## src/rtl/bp_pkg.sv

```systemverilog
package bp_pkg;

  // widths fixed at their working values
  localparam int          ADDR_W        = 32;           // instruction address width
  localparam int          RAS_DEPTH     = 8;            // return stack depth
  localparam int          PTR_W         = 3;            // index width for the stack
  localparam int          CNT_W         = 4;            // penalty / latency counter width
  localparam int          ISSUE_W       = 4;            // instructions per cycle

  // timing counts in core cycles
  localparam logic [3:0]  LOOP_LAT_32   = 4'h7;         // counted-loop latency, 32-bit protected mode
  localparam logic [3:0]  LOOP_LAT_64   = 4'h8;         // counted-loop latency, 64-bit protected mode
  localparam logic [3:0]  BASE_PENALTY  = 4'h1;         // redirect stall with zero segment base
  localparam logic [3:0]  CSBASE_EXTRA  = 4'h2;         // extra stall with nonzero segment base
  localparam logic [3:0]  TAKEN_BUBBLE  = 4'h1;         // fetch bubble after a taken prediction

  // decoded branch class from the decode stage
  typedef enum logic [3:0] {
    BR_NONE,
    BR_COND,
    BR_JUMP,
    BR_CALL,
    BR_RET,
    BR_LOOP,
    BR_FAR_JUMP,
    BR_FAR_CALL,
    BR_FAR_RET,
    BR_SOFT_INT,
    BR_OVF_TRAP,
    BR_INT_RET
  } br_kind_t;

  // one instruction slot of the decode group
  typedef struct packed {
    logic                valid;                         // slot holds an instruction
    br_kind_t            kind;                          // branch class
    logic [ADDR_W-1:0]   pc;                            // address of the instruction
    logic [ADDR_W-1:0]   nextInstrPointer;              // address after it
    logic [ADDR_W-1:0]   disp;                          // relative displacement
    logic                dirTaken;                      // direction predictor says taken
    logic [ADDR_W-1:0]   altTarget;                     // target from the other predictor
  } dec_slot_t;

  // prediction answer toward fetch
  typedef struct packed {
    logic                valid;                         // a prediction is given
    logic                taken;                         // redirect fetch
    logic [ADDR_W-1:0]   target;                        // predicted target
    logic                fromStack;                     // target came from the return stack
  } pred_t;

  // misprediction report from retire
  typedef struct packed {
    logic                valid;                         // retire saw a misprediction
    logic [ADDR_W-1:0]   target;                        // correct target
  } redirect_t;

endpackage : bp_pkg

```

## src/rtl/branch_predict_return_stack.sv

```systemverilog
`timescale 1ns/10ps
`default_nettype none
// Behaviour
// - near call pushes following address
// - near return predicts top, then pops
// - full stack push drops oldest entry
// - zero-displacement call leaves stack untouched
// - nonzero segment base adds two cycles
// - 64-bit mode ignores segment base
// - loop latency 7 or 8 cycles
// - far transfers get no prediction
// - taken prediction costs one fetch bubble
// - up to four instructions per cycle
module branch_predict_return_stack
  import bp_pkg::*;
(
  input  wire logic                      clk,          // core clock, 100 MHz
  input  wire logic                      rst_n,        // async reset, active low
  input  wire bp_pkg::dec_slot_t         decSlot,      // branch slot from decode
  input  wire logic [ISSUE_W-1:0]        groupValid,   // instructions in decode group
  input  wire logic                      longMode,     // core runs in 64-bit mode
  input  wire logic [ADDR_W-1:0]         csBase,       // code-segment base
  input  wire bp_pkg::redirect_t         redirect,     // misprediction from retire
  output bp_pkg::pred_t                  pred,         // prediction to fetch
  output logic                           fetchStall,   // fetch bubble or penalty
  output logic [ISSUE_W-1:0]             issueGrant,   // instructions accepted this cycle
  output logic                           loopBusy,     // counted loop in flight
  output logic                           loopDone      // counted loop latency elapsed
);
  import bp_pkg::*;

  // all state of this block
  typedef struct packed {
    pred_t              pred;       // registered prediction
    logic [CNT_W-1:0]   stallCnt;   // bubble / penalty cycles left
    logic [CNT_W-1:0]   loopCnt;    // loop latency cycles left
    logic               loopBusy;   // loop in flight
    logic               loopDone;   // one-cycle completion pulse
    logic [ISSUE_W-1:0] grant;      // accepted slots
    logic               stall;      // fetch held, registered copy of stallCnt != 0
  } bp_state_t;

  bp_state_t st_r;   // registered state
  bp_state_t st_nxt; // next state

  // far forms are never predicted; their target is unknown to fetch
  // shared by the slot decode and the checks below
  function automatic logic is_far(input br_kind_t k);
    return (k == BR_FAR_JUMP) || (k == BR_FAR_CALL) || (k == BR_FAR_RET)
        || (k == BR_SOFT_INT) || (k == BR_OVF_TRAP) || (k == BR_INT_RET);
  endfunction : is_far

  // stall length for a redirect, segment base counted only outside 64-bit mode
  function automatic logic [CNT_W-1:0] miss_penalty(input logic lm, input logic [ADDR_W-1:0] base);
    return (!lm && base != '0) ? BASE_PENALTY + CSBASE_EXTRA : BASE_PENALTY;
  endfunction : miss_penalty

  // stack control decoded from the slot
  logic               slotOk;      // slot valid and not stalled
  logic               nearCall;    // real call that records a return
  logic               nearRet;     // return consulting the stack
  logic               zeroCall;    // call with zero displacement, target is its own pc
  logic [ADDR_W-1:0]  rsTop;       // stack top
  logic               rsEmpty;     // stack empty
  logic               rsFull;      // stack full, watched by the checks
  logic [CNT_W-1:0]   missCost;    // penalty for current redirect

  assign slotOk   = decSlot.valid && (st_r.stallCnt == '0);
  assign zeroCall = (decSlot.kind == BR_CALL) && (decSlot.disp == '0);
  assign nearCall = slotOk && (decSlot.kind == BR_CALL) && !zeroCall;
  // a return on an empty stack still pops; the stack itself refuses to move
  assign nearRet  = slotOk && (decSlot.kind == BR_RET);
  assign missCost = miss_penalty(longMode, csBase);

  return_stack u_ras (
    .clk      (clk),
    .rst_n    (rst_n),
    .push     (nearCall),
    .pop      (nearRet),
    .pushAddr (decSlot.nextInstrPointer),
    .topAddr  (rsTop),
    .empty    (rsEmpty),
    .full     (rsFull)
  );

  // next state: prediction, stall counting, loop latency
  // the redirect branch sits last so that it wins over any slot's prediction and stall
  always_comb begin
    st_nxt          = st_r;
    st_nxt.pred     = '0;
    st_nxt.loopDone = 1'b0;
    st_nxt.grant    = (st_r.stallCnt == '0) ? groupValid : '0;

    // stall counter runs down every cycle
    if (st_r.stallCnt != '0) begin
      st_nxt.stallCnt = st_r.stallCnt - CNT_W'(1);
    end

    // counted loop latency; runs ahead of the slot decode so that
    // a fresh loop slot restarts the count instead of being overwritten
    if (st_r.loopBusy) begin
      if (st_r.loopCnt == CNT_W'(1)) begin
        st_nxt.loopBusy = 1'b0;
        st_nxt.loopDone = 1'b1;
      end else begin
        st_nxt.loopCnt = st_r.loopCnt - CNT_W'(1);
      end
    end

    // predictions for the current slot
    if (slotOk && !is_far(decSlot.kind)) begin
      case (decSlot.kind)
        // near call: taken, relative target
        BR_CALL: begin
          st_nxt.pred.valid  = 1'b1;
          st_nxt.pred.taken  = 1'b1;
          st_nxt.pred.target = decSlot.pc + decSlot.disp;
        end
        // near jump: taken, relative target
        BR_JUMP: begin
          st_nxt.pred.valid  = 1'b1;
          st_nxt.pred.taken  = 1'b1;
          st_nxt.pred.target = decSlot.pc + decSlot.disp;
        end
        // return: stack top, or the fallback target when empty
        BR_RET: begin
          st_nxt.pred.valid     = 1'b1;
          st_nxt.pred.taken     = 1'b1;
          st_nxt.pred.fromStack = !rsEmpty;
          st_nxt.pred.target    = rsEmpty ? decSlot.altTarget : rsTop;
        end
        // conditional: direction from the other predictor
        BR_COND: begin
          st_nxt.pred.valid  = 1'b1;
          st_nxt.pred.taken  = decSlot.dirTaken;
          st_nxt.pred.target = decSlot.dirTaken ? decSlot.pc + decSlot.disp
                                                : decSlot.nextInstrPointer;
        end
        BR_LOOP: begin
          // no prediction: resolved after its fixed latency
          st_nxt.loopBusy = 1'b1;
          st_nxt.loopCnt  = longMode ? LOOP_LAT_64 : LOOP_LAT_32;
        end
        // plain slots get nothing; far kinds are filtered out before this case
        default: begin
          st_nxt.pred = '0;
        end
      endcase
      // a taken prediction costs a fetch bubble, not-taken none
      if (st_nxt.pred.taken) begin
        st_nxt.stallCnt = TAKEN_BUBBLE;
      end
    end

    // retire redirect overrides the prediction and the stall count
    if (redirect.valid) begin
      st_nxt.pred     = '0;
      st_nxt.stallCnt = missCost;
    end

    // held in a flop so the stall output leaves a register directly
    st_nxt.stall = (st_nxt.stallCnt != '0);
  end

  // state register
  // reset clears prediction, counters and grant alike
  always_ff @(posedge clk or negedge rst_n) begin
    if (!rst_n) begin
      st_r <= '0;
    end else begin
      st_r <= st_nxt;
    end
  end

  // every output is a field of the state register
  assign pred       = st_r.pred;
  assign fetchStall = st_r.stall;
  assign issueGrant = st_r.grant;
  assign loopBusy   = st_r.loopBusy;
  assign loopDone   = st_r.loopDone;

  // far transfers never come out with a prediction
  a_far_unpredicted: assert property (@(posedge clk) disable iff (!rst_n)
    (decSlot.valid && is_far(decSlot.kind)) |=> !pred.valid)
    else $error("far transfer received a prediction");

  // a real call leaves its return address on top
  a_call_push_top: assert property (@(posedge clk) disable iff (!rst_n)
    nearCall |=> (rsTop == $past(decSlot.nextInstrPointer)))
    else $error("call did not push return address");

  // a return on a loaded stack predicts the top entry
  a_ret_uses_top: assert property (@(posedge clk) disable iff (!rst_n)
    (nearRet && !rsEmpty && !redirect.valid) |=> (pred.target == $past(rsTop) && pred.fromStack))
    else $error("return did not predict stack top");

  // the zero-displacement call leaves the stack as it was
  a_zero_call_keeps: assert property (@(posedge clk) disable iff (!rst_n)
    (slotOk && zeroCall && !redirect.valid) |=> ($stable(rsTop) && $stable(rsEmpty)))
    else $error("zero-displacement call changed stack");

  // nonzero base in 32-bit mode: three stall cycles; a later redirect restarts them
  a_cs_penalty: assert property (@(posedge clk) disable iff (!rst_n)
    (redirect.valid && !longMode && csBase != '0) |=> fetchStall [*3] ##1 (!fetchStall || $past(redirect.valid)
      || $past(redirect.valid, 2) || $past(redirect.valid, 3) || $past(pred.taken)))
    else $error("segment base penalty not three cycles");

  // 64-bit mode ignores the base: a single stall cycle
  a_long_no_extra: assert property (@(posedge clk) disable iff (!rst_n)
    (redirect.valid && longMode && !decSlot.valid) ##1 !redirect.valid |=> !fetchStall)
    else $error("64-bit mode paid segment base penalty");

  // done is raised at the seventh edge and seen at the next sample
  a_loop_latency32: assert property (@(posedge clk) disable iff (!rst_n)
    (slotOk && decSlot.kind == BR_LOOP && !longMode && !loopBusy && !redirect.valid) |-> ##8 loopDone)
    else $error("loop latency not seven cycles");

  // every taken prediction shows its bubble
  a_taken_bubble: assert property (@(posedge clk) disable iff (!rst_n)
    pred.taken |-> fetchStall)
    else $error("taken prediction without fetch bubble");

  // not-taken prediction keeps fetch running
  a_nottaken_nobubble: assert property (@(posedge clk) disable iff (!rst_n)
    (pred.valid && !pred.taken && !$past(redirect.valid)) |-> !fetchStall)
    else $error("not-taken prediction stalled fetch");

  // nothing accepted while fetch is held
  a_grant_width: assert property (@(posedge clk) disable iff (!rst_n)
    fetchStall |=> (issueGrant == '0))
    else $error("instructions accepted during stall");

  // further guards on the prediction, stack, stall, loop and grant paths

  // a real call is taken toward its relative target
  a_call_target: assert property (@(posedge clk) disable iff (!rst_n)
    (nearCall && !redirect.valid)
      |=> (pred.taken && pred.target == $past(decSlot.pc) + $past(decSlot.disp)))
    else $error("call predicted wrong target");

  // a full stack gives up one entry on a return
  a_full_pop: assert property (@(posedge clk) disable iff (!rst_n)
    (nearRet && rsFull) |=> !rsFull)
    else $error("return on full stack did not pop");

  // a return on an empty stack falls back to the other predictor
  a_empty_ret_alt: assert property (@(posedge clk) disable iff (!rst_n)
    (nearRet && rsEmpty && !redirect.valid)
      |=> (pred.valid && !pred.fromStack && pred.target == $past(decSlot.altTarget)))
    else $error("empty-stack return used wrong target");

  // zero-displacement call is still taken, never from the stack
  a_zero_call_pred: assert property (@(posedge clk) disable iff (!rst_n)
    (slotOk && zeroCall && !redirect.valid)
      |=> (pred.taken && !pred.fromStack))
    else $error("zero-displacement call mispredicted");

  // a redirect wipes out the prediction of its own cycle
  a_redirect_cancels: assert property (@(posedge clk) disable iff (!rst_n)
    redirect.valid |=> !pred.valid)
    else $error("prediction survived a redirect");

  // zero segment base costs only the base stall
  a_base_penalty: assert property (@(posedge clk) disable iff (!rst_n)
    (redirect.valid && (longMode || csBase == '0)) ##1 !redirect.valid
      |=> !fetchStall)
    else $error("zero segment base paid extra penalty");

  // far transfers leave the stack alone
  a_far_no_push: assert property (@(posedge clk) disable iff (!rst_n)
    (decSlot.valid && is_far(decSlot.kind))
      |=> ($stable(rsTop) && $stable(rsEmpty)))
    else $error("far transfer changed the stack");

  // conditional branch follows the direction predictor
  a_cond_direction: assert property (@(posedge clk) disable iff (!rst_n)
    (slotOk && decSlot.kind == BR_COND && !redirect.valid)
      |=> (pred.valid && pred.taken == $past(decSlot.dirTaken)))
    else $error("conditional prediction lost its direction");

  // unconditional jump is taken and pays its bubble
  a_jump_bubble: assert property (@(posedge clk) disable iff (!rst_n)
    (slotOk && decSlot.kind == BR_JUMP && !redirect.valid)
      |=> (pred.taken && fetchStall))
    else $error("jump without taken bubble");

  // a slot offered during a stall is ignored
  a_stall_refuses: assert property (@(posedge clk) disable iff (!rst_n)
    (decSlot.valid && fetchStall) |=> !pred.valid)
    else $error("slot predicted during a stall");

  // the counted loop gets no prediction, only its latency
  a_loop_no_pred: assert property (@(posedge clk) disable iff (!rst_n)
    (slotOk && decSlot.kind == BR_LOOP) |=> !pred.valid)
    else $error("counted loop received a prediction");

  // 64-bit mode: done is raised at the eighth edge, seen at the next sample
  a_loop_latency64: assert property (@(posedge clk) disable iff (!rst_n)
    (slotOk && decSlot.kind == BR_LOOP && longMode && !loopBusy && !redirect.valid)
      |-> ##9 loopDone)
    else $error("loop latency not eight cycles");

  // completion is a single-cycle pulse
  a_done_pulse: assert property (@(posedge clk) disable iff (!rst_n)
    loopDone |=> !loopDone)
    else $error("loop completion held too long");

  // with no stall the group mask passes one cycle later
  a_grant_follows: assert property (@(posedge clk) disable iff (!rst_n)
    !fetchStall |=> (issueGrant == $past(groupValid)))
    else $error("accepted slots differ from decode group");

endmodule : branch_predict_return_stack
`default_nettype wire

```

## src/rtl/return_stack.sv

```systemverilog
`timescale 1ns/10ps
`default_nettype none
module return_stack
  import bp_pkg::*;
(
  input  wire logic                clk,        // core clock
  input  wire logic                rst_n,      // async reset, active low
  input  wire logic                push,       // store a return address
  input  wire logic                pop,        // consume the top entry
  input  wire logic [ADDR_W-1:0]   pushAddr,   // address to store
  output logic      [ADDR_W-1:0]   topAddr,    // current top entry
  output logic                     empty,      // nothing stored
  output logic                     full        // all entries hold addresses
);
  // circular store: overflow simply overwrites the oldest slot
  typedef struct packed {
    logic [RAS_DEPTH-1:0][ADDR_W-1:0] mem;      // entries
    logic [PTR_W-1:0]                 top;      // index of newest entry
    logic [PTR_W:0]                   count;    // live entries
  } ras_state_t;

  ras_state_t st_r;  // registered state
  ras_state_t st_nxt; // next state

  // push and pop together on a non-empty stack: replace the top entry in place
  always_comb begin
    st_nxt = st_r;
    if (push && pop && st_r.count != '0) begin
      st_nxt.mem[st_r.top] = pushAddr;
    end else if (push) begin
      st_nxt.top = st_r.top + PTR_W'(1);
      st_nxt.mem[st_nxt.top] = pushAddr;
      if (st_r.count != (PTR_W+1)'(RAS_DEPTH)) begin
        st_nxt.count = st_r.count + (PTR_W+1)'(1);
      end
    end else if (pop && st_r.count != '0) begin
      st_nxt.top = st_r.top - PTR_W'(1);
      st_nxt.count = st_r.count - (PTR_W+1)'(1);
    end
  end

  // state register
  always_ff @(posedge clk or negedge rst_n) begin
    if (!rst_n) begin
      st_r <= '0;
    end else begin
      st_r <= st_nxt;
    end
  end

  assign topAddr = st_r.mem[st_r.top];
  assign empty   = (st_r.count == '0);
  assign full    = (st_r.count == (PTR_W+1)'(RAS_DEPTH));

  a_pop_empty_keeps: assert property (@(posedge clk) disable iff (!rst_n)
    (pop && !push && empty) |=> ($stable(st_r.top) && empty))
    else $error("pop on empty stack moved the pointer");

  a_push_overflow: assert property (@(posedge clk) disable iff (!rst_n)
    (push && !pop && full) |=> (full && topAddr == $past(pushAddr)))
    else $error("overflow push lost newest entry");

endmodule : return_stack
`default_nettype wire

```

## config.mk

```make
export PLATFORM = sky130hd
export DESIGN_NAME = branch_predict_return_stack
export DESIGN_NICKNAME = d
export VERILOG_FILES = /design/src/rtl/bp_pkg.sv /design/src/rtl/branch_predict_return_stack.sv /design/src/rtl/return_stack.sv
export SDC_FILE = /design/constraint.sdc
export NUM_CORES = 1
export LEC_CHECK = 0
export BUFFER_PORTS_ARGS = -buffer_cell sky130_fd_sc_hd__buf_2
export CAP_MARGIN = 20
export CORE_ASPECT_RATIO = 0.9
export CORE_UTILIZATION = 52
export DETAILED_ROUTE_END_ITERATION = 7
export PLACE_DENSITY = 0.84
export SYNTH_ARGS = -nofsm -noshare
export SYNTH_HDL_FRONTEND = slang
export SYNTH_SLANG_ARGS = --single-unit
```

## constraint.sdc

```tcl
create_clock -name clk -period 2.6 [get_ports clk]
set_input_delay 0 -clock clk [delete_from_list [all_inputs] [get_ports clk]]
set_output_delay 0 -clock clk [all_outputs]
set_load 0.01 [all_outputs]
```

==> results of run 1 <==
flip-flops by register name, indices dropped and copies added, names as in the netlist:
signal / flops
loopDone: 1
st_r: 8
loopBusy: 1
pred: 35
fetchStall: 1
issueGrant: 4
u_ras.st_r: 263
worst paths after layout:
| path | slack, ns | to | start |
|---|---|---|---|
| max | -0.02 | u_ras.st_r[157] | st_r[12] |
| min | 0.02 | pred[32] | decSlot[64] |
| max reg2reg | -0.02 | u_ras.st_r[157] | st_r[12] |
| min reg2reg | 0.50 | u_ras.st_r[233] | u_ras.st_r[233] |
| max in group asynchronous | 1.69 | u_ras.st_r[65] | rst_n |
| min in group asynchronous | 0.05 | pred[20] | rst_n |
power by group:
group	total (mW)	leakage [nW]	switching, mW	internal, mW
Clock	5.03	0.576	2.11	2.92
Sequential	5.63	4.33	0.314	5.31
Combinational	4.66	4.99	2.77	1.88
Total	15.3	9.89	5.20	10.1
critical path, cell delays in order, from the launching register on:
cell	delay, ns
dfrtp_1	0.36
inv_2	0.06
ha_4	0.17
nor3b_4	0.15
nand2_2	0.10
and3b_2	0.24
or2_4	0.28
or3_4	0.34
a21oi_4	0.20
buf_12	0.22
mux2_2	0.36
metrics by stage:
step	setup WS (ns)	setup TNS, ns	std cells	power, mW	hold slack [ns]
global route	-0.08380	-1.698	2156	15.86	0.03937
global placement	-0.009979	-0.009979	2031	9.767	0.01948
floorplan	0.005851	0	1439	8.240	-0.2956
finish	-0.01653	-0.03034	2157	15.31	0.02121
detailed placement	-0.05437	-0.1544	2031	9.934	0.02674
CTS	-0.009749	-0.01412	2150	15.01	0.009502
area by class of cell:
cell class                      count  area (um^2)
Antenna cell                        2        5.005
Clock buffer                       50         1044
Clock inverter                     14        122.6
Fill cell                        2146        10750
Inverter                           23        90.09
Multi-Input combinational cell    977         8148
Sequential cell                   313         7836
Tap cell                          409        511.7
Timing Repair Buffer              369         2629
placed cells by master, fill, tap and decap left out, types with 22 or more instances in the layout:
cell type / n
a221oi_1: 37
buf_4: 80
o21ai_0: 44
nand2_1: 76
dfrtp_1: 310
clkbuf_16: 36
a21oi_1: 78
dlygate4sd3_1: 53
mux4_2: 23
ha_1: 36
mux2_2: 258
buf_2: 214
nor2_1: 97
a22oi_1: 22
xnor2_1: 28
what timing repair did:
item	4_1_cts	5_1_grt
pin swaps	0	5
buffers inserted	2	5
setup endpoints to repair	10	103
hold buffers	53	0
hold endpoints to repair	502	0
resized for setup	1	25
cells by family (layout without fill, tap and decap cells):
kind of cell | Yosys count | after routing | synth area share, %
other | 0 | 2 | 0
AO/OA/AOI/OAI | 313 | 313 | 12.81
AND/OR/NAND/NOR | 278 | 278 | 7.837
buffers and inverters | 149 | 456 | 4.702
adder cells (fa/ha/maj) | 40 | 40 | 3.105
XOR/XNOR | 36 | 36 | 1.899
flip-flops | 313 | 313 | 47.17
multiplexers | 310 | 310 | 22.47
per-layer routing:
| layer | vias up | track usage, % |
|---|---|---|
| li1 | 5887 | - |
| met1 | 6955 | 40.44 |
| met2 | 926 | 52.73 |
| met3 | 257 | 8.733 |
| met4 | 4 | 17.46 |
| met5 | - | 0 |
==> metrics.md, run 1 <==
| Metric | Value |
|---|---|
| Outcome | `complete, but fails checks` |
| CP startpoint kind | `flop` |
| DRT antenna net count | `0` |
| Root buffer cell | `clkbuf_16` |
| Synth area leader | `dfrtp_1` |
| Worst vdd ir | `0.0007229 V` |
| Commonest cells in the netlist | `dfrtp_1, mux2_2, nor2_1` |
| Worst-path maximum fanout | `20` |
| Netlist Area Pre-Place | `16600 um^2` |
| Fmax | `382.2 MHz` |
| Critical Path RT | `3.00 ns` |
| Unique cell type count in the Yosys netlist | `73` |
| Area after DPL | `18550 um^2` |
| Final core utilization | `65.47%` |
| Num Clock Sinks | `313` |
| Placer Congestion | `0.8905` |
| Max clock buf depth | `3` |
| Die Ht | `171.5 um` |
| Number of flops mapped to enable cells by yosys | `0` |
| DR vias/cell | `6.504` |
| Sequential-to-total area share from yosys stat | `47.17%` |
| Initial antenna violation count | `4` |
| Vias in the first global route | `14644` |
| Failing checks | `negative setup slack` |
| Clock-pin slew on the worst setup and hold paths | `0.06 ns` |
| IO Count | `248` |
| First-pass GRT wire length | `81.63 mm` |
| Initial Util | `53.32%` |
| Crit path kind | `flop to flop` |
| TritonCTS clock tree | `yes` |
| Minimum clock period | `2.617 ns` |
| Worst setup margin | `-0.01653 ns` |
| Leakage power | `9.893 nW` |
| Max Cap Violations | `0` |
| Worst skew pair latency | `0.54 ns` |
| CP Capture Type | `flop` |
| Die Width | `190.4 um` |
| Cell area after layout | `20390 um^2` |
| Largest net degree at the start of global routing | `78` |
| Die area | `32650 um^2` |
| WL/cell | `25.03 um` |
| Synth-to-Final Area Change | `22.78%` |
| Final net count | `1965` |
| Htree depth | `2` |
| WL met3 | `5.625 mm` |
| Data arrival, critical path | `3.02 ns` |
| Fin crit share | `100.6%` |
| Mean Syn Cell Area | `11.54 um^2` |
| Routed WL | `53.99 mm` |
| Synth Warn # | `0` |
| Synth Flop Type | `dfrtp_1` |
| Worst r2r path cells | `10` |
| Hold Crit Class | `primary input to flop` |
| Max layer used | `met5` |
| PwrDens | `751.2 nW/um^2` |
| Core area | `31140 um^2` |
| Most frequent cell after synthesis | `dfrtp_1` |
| Inserted Clock Buffers | `35` |
| Syn Nets | `1685` |
| DR iter-0 viols | `1581` |
| FF+latch count, synth | `313` |
| Final hold vios | `0` |
| Min-Delay Path Depth | `4` |
| DR vias | `14029` |
| M1 WL | `20.29 mm` |
| Max transition margin | `54.94%` |
| Met2 routed WL | `25.29 mm` |
| I/O Buffers | `215` |
| Setup violators final | `5` |
| Gr usage total | `32.76%` |
| Top cell type's share of synthesized area | `47.17%` |
| Worst Tran Pin Value | `0.6759 ns` |
| RSZ-0062 raised after global routing | `yes` |
| Max Clock Skew | `0.02232 ns` |
| Cells after Synth | `1439` |
| Post-synth ARST share | `100.0%` |
| Final Max Tran Viols | `0` |
| Pre-antenna DRT Iters | `8` |
| Grt ovf | `0` |
| Row Count | `61` |
| Area contributors post-synth | `dfrtp_1, mux2_2, mux4_2` |
| Residual DRC | `0` |
| Layout cell share with drive strength beyond 1 | `40.26%` |
| HPWL after DPL | `34.04 mm` |
Power figures use the tool's default switching activity.
==> run 2: changes to the inputs <==
- PLACE_DENSITY: 0.84 -> 0.78
==> run 2 against run 1 <==
The flow finishes with violations (negative hold slack, negative setup slack). Via count fell by 2.2%. Worst setup slack got worse by 0.0025 ns. Power decreased by 2.2%. Critical path type unchanged.
==> metrics.md, run 2 (synthesis gave the netlist of run 1 again) <==
| Metric | Value |
|---|---|
| Outcome | `complete, but fails checks` |
| Failing checks | `negative hold slack, negative setup slack` |
| Fmax | `381.8 MHz` |
| Minimum clock period | `2.619 ns` |
| DR vias | `13721` |
| HPWL after DPL | `33.74 mm` |
| Die Width | `190.4 um` |
| CP startpoint kind | `flop` |
| Hold Crit Class | `primary input to flop` |
| TritonCTS clock tree | `yes` |
| DR vias/cell | `6.320` |
| Multi-input gate area | `8218 um^2` |
| Data arrival, critical path | `3.01 ns` |
| Synth-to-Final Area Change | `24.24%` |
| Core area | `31140 um^2` |
| Initial antenna violation count | `2` |
| Max Cap Violations | `0` |
| IO Count | `248` |
| Die area | `32650 um^2` |
| Setup violators final | `5` |
| Fill cells | `2228` |
| Root buffer cell | `clkbuf_16` |
| WL/cell | `23.85 um` |
| Final Max Tran Viols | `0` |
| CP Capture Type | `flop` |
| Routed WL | `51.79 mm` |
| Die Ht | `171.5 um` |
| Final net count | `1988` |
| Pre-antenna DRT Iters | `5` |
| Leading cell types in the layout, fill and taps excluded | `dfrtp_1, mux2_2, buf_2` |
| First-pass GRT wire length | `78.40 mm` |
| Clock-pin slew on the worst setup and hold paths | `0.06 ns` |
| Num Clock Sinks | `313` |
| DR iter-0 viols | `1297` |
| Worst-path maximum fanout | `7` |
| Layout cell share with drive strength beyond 1 | `40.80%` |
| Fin Hold WS | `-0.009213 ns` |
| Number of flip-flops in the largest register | `263` |
| Leakage power | `9.989 nW` |
| Worst vdd ir | `0.0005100 V` |
| Initial Util | `53.32%` |
| RSZ-0062 raised after global routing | `yes` |
| Cell area after layout | `20630 um^2` |
| Inserted Clock Buffers | `34` |
| Area after DPL | `18580 um^2` |
| Grt ovf | `0` |
| Worst setup margin | `-0.01900 ns` |
| Row Count | `61` |
| I/O Buffers | `215` |
| Placer Congestion | `0.9228` |
| PwrDens | `726.0 nW/um^2` |
| Max clock buf depth | `3` |
| Reg area | `7839 um^2` |
| Total negative setup slack | `-0.05452 ns` |
| Htree depth | `2` |
| Max Clock Skew | `0.02648 ns` |
| DRT antenna net count | `0` |
| Fin crit share | `100.7%` |
| Worst Tran Pin Value | `0.7156 ns` |
| Largest Register | `u_ras.st_r` |
| Commonest non-fill, non-tap cell in the layout | `dfrtp_1` |
| Crit path kind | `flop to flop` |
| Vias in the first global route | `14046` |
| Largest net degree at the start of global routing | `72` |
| Residual DRC | `0` |
| Critical Path RT | `2.99 ns` |
| Gr usage total | `31.46%` |
| Worst skew pair latency | `0.53 ns` |
| Final hold vios | `1` |
| Max transition margin | `51.06%` |
==> run 2: cell count changes in the layout (fill, tap and decap cells not counted), moves of 3 or more <==
| cell | delta |
|---|---|
| buf_16 | +3 |
| buf_4 | +16 |
| clkbuf_8 | -6 |
| dlygate4sd3_1 | +4 |
| mux2_2 | -8 |
| mux2_4 | +9 |
| o22ai_1 | -3 |
| o22ai_2 | +3 |
==> run 2: path summary, 6_finish.rpt <==
kind | from | to | slack, ns | cells past startpoint
max | st_r[12] | u_ras.st_r[160] | -0.02 | 11
min | csBase[21] | st_r[12] | -0.009 | 7
max reg2reg | st_r[12] | u_ras.st_r[160] | -0.02 | 11
min reg2reg | u_ras.st_r[240] | u_ras.st_r[240] | 0.50 | 1
max in group asynchronous | rst_n | u_ras.st_r[97] | 1.72 | 3
min in group asynchronous | rst_n | u_ras.st_r[201] | 0.01 | 2
==> run 2: area by class of cell <==
cell class                 count  area share, %
multi-input combinational    977          39.84
sequential                   313          38.00
timing repair buffer         393          14.07
clock buffer                  43          4.434
tap                          409          2.481
clock inverter                11         0.7218
inverter                      23         0.4367
antenna                        2        0.02426
==> run 2: metal layers <==
layer / vias to the layer above / track usage (%) / share of wire (%)
li1: 5932 / - / -
met1: 6902 / 41.57 / 41
met2: 758 / 51.29 / 47
met3: 127 / 6.121 / 8.7
met4: 2 / 12.03 / 3.0
met5: - / 0 / 0.021
==> run 2: where the power goes <==
part	internal, mW	switching, mW	leakage [nW]
clock network	2.71	1.99	0.522
registers	5.31	0.323	4.33
logic	1.95	2.69	5.14
total	9.98	5.00	9.99
==> run 2: per-stage QoR <==
step | std cells | total power, mW | util, % | setup slack [ns] | hold WS, ns
finish | 2171 | 14.98 | 66.24 | -0.01900 | -0.009213
global route | 2170 | 15.57 | 66.24 | -0.09661 | 0.05697
CTS | 2160 | 14.78 | 65.34 | -0.005919 | 0.001786
detailed placement | 2042 | 9.990 | 59.67 | -0.07504 | -0.002271
global placement | 2042 | 9.865 | 59.67 | -0.00001399 | -0.01256
floorplan | 1439 | 8.240 | - | 0.005851 | -0.2956
==> run 2: repair_timing <==
action,in CTS,in global routing
setup endpoints to repair,50,102
pin swaps,3,6
buffers inserted,4,6
gates resized for setup,7,39
hold buffers,57,0
cloned,3,3
endpoints found under the hold margin,574,0
==> run 2: worst max-delay path, stage by stage (launching register included) <==
cell	delay (ns)
dfrtp_1	0.36
inv_2	0.06
ha_4	0.17
nor3b_4	0.15
nand2_2	0.10
and3b_2	0.23
or2_4	0.24
or3_4	0.34
a21oi_4	0.17
buf_12	0.17
buf_12	0.14
mux2_2	0.34
==> run 3: changes to the inputs <==
==> constraint.sdc (replaced) <==
create_clock -name clk -period 2.6 [get_ports clk]
set_input_delay 0.39 -clock clk [delete_from_list [all_inputs] [get_ports clk]]
set_output_delay 0.39 -clock clk [all_outputs]
set_load 0.01 [all_outputs]
==> run 3 against run 2 <==
The flow finishes with violations (negative setup slack). Critical path type unchanged. Largest power group unchanged. Register-to-register slack got worse by 0.08 ns. Count of clock-buffer cells in the layout increased by 2. Critical endpoint is now u_ras.st_r[149]. Global-route usage decreased by 0.18 points. Final cell count grew 0.18%. Non-clock buffer count down 9. Utilization about the same. Final area is essentially flat. Fmax shrank 3.0%. Clock skew shrank 0.00091 ns. Critical path depth is 2 lower. Combinational power is 1% higher.
==> metrics.md, run 3 (synthesis gave the netlist of run 1 again) <==
| Metric | Value |
|---|---|
| DR iter-0 viols | `1492` |
| Worst Hold Endpoint | `issueGrant[3]` |
| Worst R2R Setup Slack | `-0.1 ns` |
| Cell total after placement | `2089` |
| Critical Path RT | `3.00 ns` |
| First-pass GRT wire length | `78.11 mm` |
| Final net count | `1980` |
| Outcome | `complete, but fails checks` |
| Setup violators final | `68` |
| HPWL after DPL | `34.98 mm` |
| HP Start | `groupValid[3]` |
| CP startpoint kind | `flop` |
| Row Count | `61` |
| CP peak stage delay | `0.45 ns` |
| Routed WL | `53.37 mm` |
| Cells along the critical path | `nor3_2, nand2_2, and3b_2, or2_4, or3_4, a21oi_4, buf_12, buf_6, mux2_2` |
| Pre-antenna DRT Iters | `6` |
| Vias in the first global route | `13781` |
| Placer Congestion | `0.9085` |
| Initial Util | `53.32%` |
| Final hold vios | `0` |
| CP Capture Type | `flop` |
| RSZ-0062 raised after global routing | `yes` |
| RR Startpoint | `u_ras.st_r[0]` |
| CP max-delay cell | `dfrtp_1` |
| Non-Filler Instances | `2175` |
| WL/cell | `24.54 um` |
| Worst-path maximum fanout | `6` |
| Inserted Clock Buffers | `35` |
| Gr usage total | `31.27%` |
| Commonest non-fill, non-tap cell in the layout | `dfrtp_1` |
| DRT antenna net count | `0` |
| Layout cell share with drive strength beyond 1 | `43.81%` |
| Fin Hold WS | `0.07880 ns` |
| Top delay family on crit path | `simple AND/OR/NAND/NOR gates` |
| Num Clock Sinks | `313` |
| Seq pwr share | `35.9%` |
| PwrDens | `760.3 nW/um^2` |
| Max Cap Violations | `0` |
| Core area | `31140 um^2` |
| Die area | `32650 um^2` |
| Worst r2r path cells | `9` |
| Worst setup margin | `-0.09872 ns` |
| Pint | `10.50 mW` |
| Die Ht | `171.5 um` |
| Number of flip-flops in the largest register | `263` |
| IO Count | `248` |
| Worst Tran Pin Value | `0.9568 ns` |
| Fin crit share | `103.8%` |
| Data arrival, critical path | `3.10 ns` |
| Final Max Tran Viols | `0` |
| Crit path kind | `flop to flop` |
| DR vias/cell | `6.430` |
| Minimum clock period | `2.699 ns` |
| Clock-pin slew on the worst setup and hold paths | `0.06 ns` |
| Sw frac | `33.04%` |
| Max transition margin | `36.08%` |
| Min-Delay Path Depth | `2` |
| Max clock buf depth | `3` |
| Largest net degree at the start of global routing | `70` |
| Leakage power | `10.10 nW` |
| Max Clock Skew | `0.02557 ns` |
| Share of total power in combinational logic | `29.9%` |
| TritonCTS clock tree | `yes` |
| Initial antenna violation count | `7` |
| Fmax | `370.5 MHz` |
| Largest Register | `u_ras.st_r` |
| Worst skew pair latency | `0.54 ns` |
| Failing checks | `negative setup slack` |
| Grt ovf | `0` |
| Worst vdd ir | `0.0005389 V` |
| Worst r2r dst | `u_ras.st_r[149]` |
| Root buffer cell | `clkbuf_16` |
| Leading cell types in the layout, fill and taps excluded | `dfrtp_1, mux2_2, buf_2` |
| Worst slack, placed | `-0.4280 ns` |
| Htree depth | `2` |
| Clk pwr share | `34.1%` |
| Synth-to-Final Area Change | `24.22%` |
| WP buf/inv | `2` |
| Total negative setup slack | `-3.553 ns` |
| Hold Crit Class | `primary input to flop` |
| Residual DRC | `0` |
| Die Width | `190.4 um` |
| I/O Buffers | `215` |
| Switch Pwr | `5.181 mW` |
| DR vias | `13985` |
==> run 3: cell count changes in the layout (fill, tap and decap cells not counted), moves of 3 or more <==
cell / before / now
buf_6: 1 / 9
buf_4: 96 / 132
buf_16: 3 / 0
bufinv_16: 2 / 6
dlygate4sd3_1: 57 / 1
mux2_2: 250 / 257
clkbuf_16: 36 / 40
mux2_4: 22 / 13
diode_2: 2 / 6
clkinv_2: 5 / 8
==> run 3: what timing repair did <==
item                       CTS  global route
cloned                       0             6
setup endpoints to repair   89           250
pin swaps                    1             6
gates resized for setup     10            31
hold buffers                 1             0
hold endpoints to repair    63             0
setup buffers                5             5
==> run 3: layout make-up <==
| type | instances | area [um^2] |
|---|---|---|
| repair buffers | 384 | 2749 |
| well taps | 409 | 511.7 |
| fillers | 2258 | 10520 |
| diodes | 6 | 15.01 |
| flip-flops and latches | 313 | 7836 |
| clock inverters | 18 | 277.8 |
| multi-input cells | 977 | 8182 |
| clock buffers | 45 | 963.4 |
| inverters | 23 | 90.09 |
==> run 3: worst max path at each step <==
stage | start | end | slack (ns) | depth (start not counted)
finish | u_ras.st_r[0] | u_ras.st_r[149] | -0.1 | 9
global route | u_ras.st_r[0] | u_ras.st_r[149] | -0.16 | 9
detailed placement | decSlot[33] | pred[23] | -0.43 | 13
CTS | st_r[12] | u_ras.st_r[140] | -0.04 | 11
floorplan | st_r[11] | u_ras.st_r[3] | 0.006 | 15
global placement | decSlot[33] | pred[23] | -0.32 | 13
==> run 3: power groups by stage <==
stage               registers, mW  logic [mW]  clock network [mW]
detailed placement           5.69        4.38                   0
floorplan                    5.60        2.65                   0
global placement             5.65        4.27                   0
finish                       5.64        4.70                5.35
global route                 5.67        5.01                5.59
CTS                          5.61        4.47                5.38
==> run 3: stage by stage <==
stage / instance area (um^2) / power (mW) / utilization (%)
2_1_floorplan: 16650 / 8.240 / -
3_3_place_gp: 18970 / 9.921 / 60.92
3_5_place_dp: 18970 / 10.06 / 60.92
4_1_cts: 20290 / 15.45 / 65.16
5_1_grt: 20610 / 16.27 / 66.20
6_report: 20620 / 15.68 / 66.23
==> run 3: metal layers <==
layer / wire length [um] / vias up / part of all wire (%) / track usage [%]
met5: 69 / - / 0.13 / 0
met4: 2164 / 6 / 4.1 / 11.55
met3: 5493 / 194 / 10 / 7.529
met2: 24460 / 876 / 46 / 49.36
met1: 21190 / 6975 / 40 / 41.94
li1: - / 5934 / - / -
==> run 3: worst reg2reg max path, delay by kind of cell, from the launching register on <==
| family | cells | cell delay [ns] |
|---|---|---|
| AOI/OAI and AO/OA | 1 | 0.18 |
| buffers and inverters | 2 | 0.31 |
| DFF | 1 | 0.45 |
| muxes | 1 | 0.36 |
| and+or+nand+nor | 5 | 1.30 |
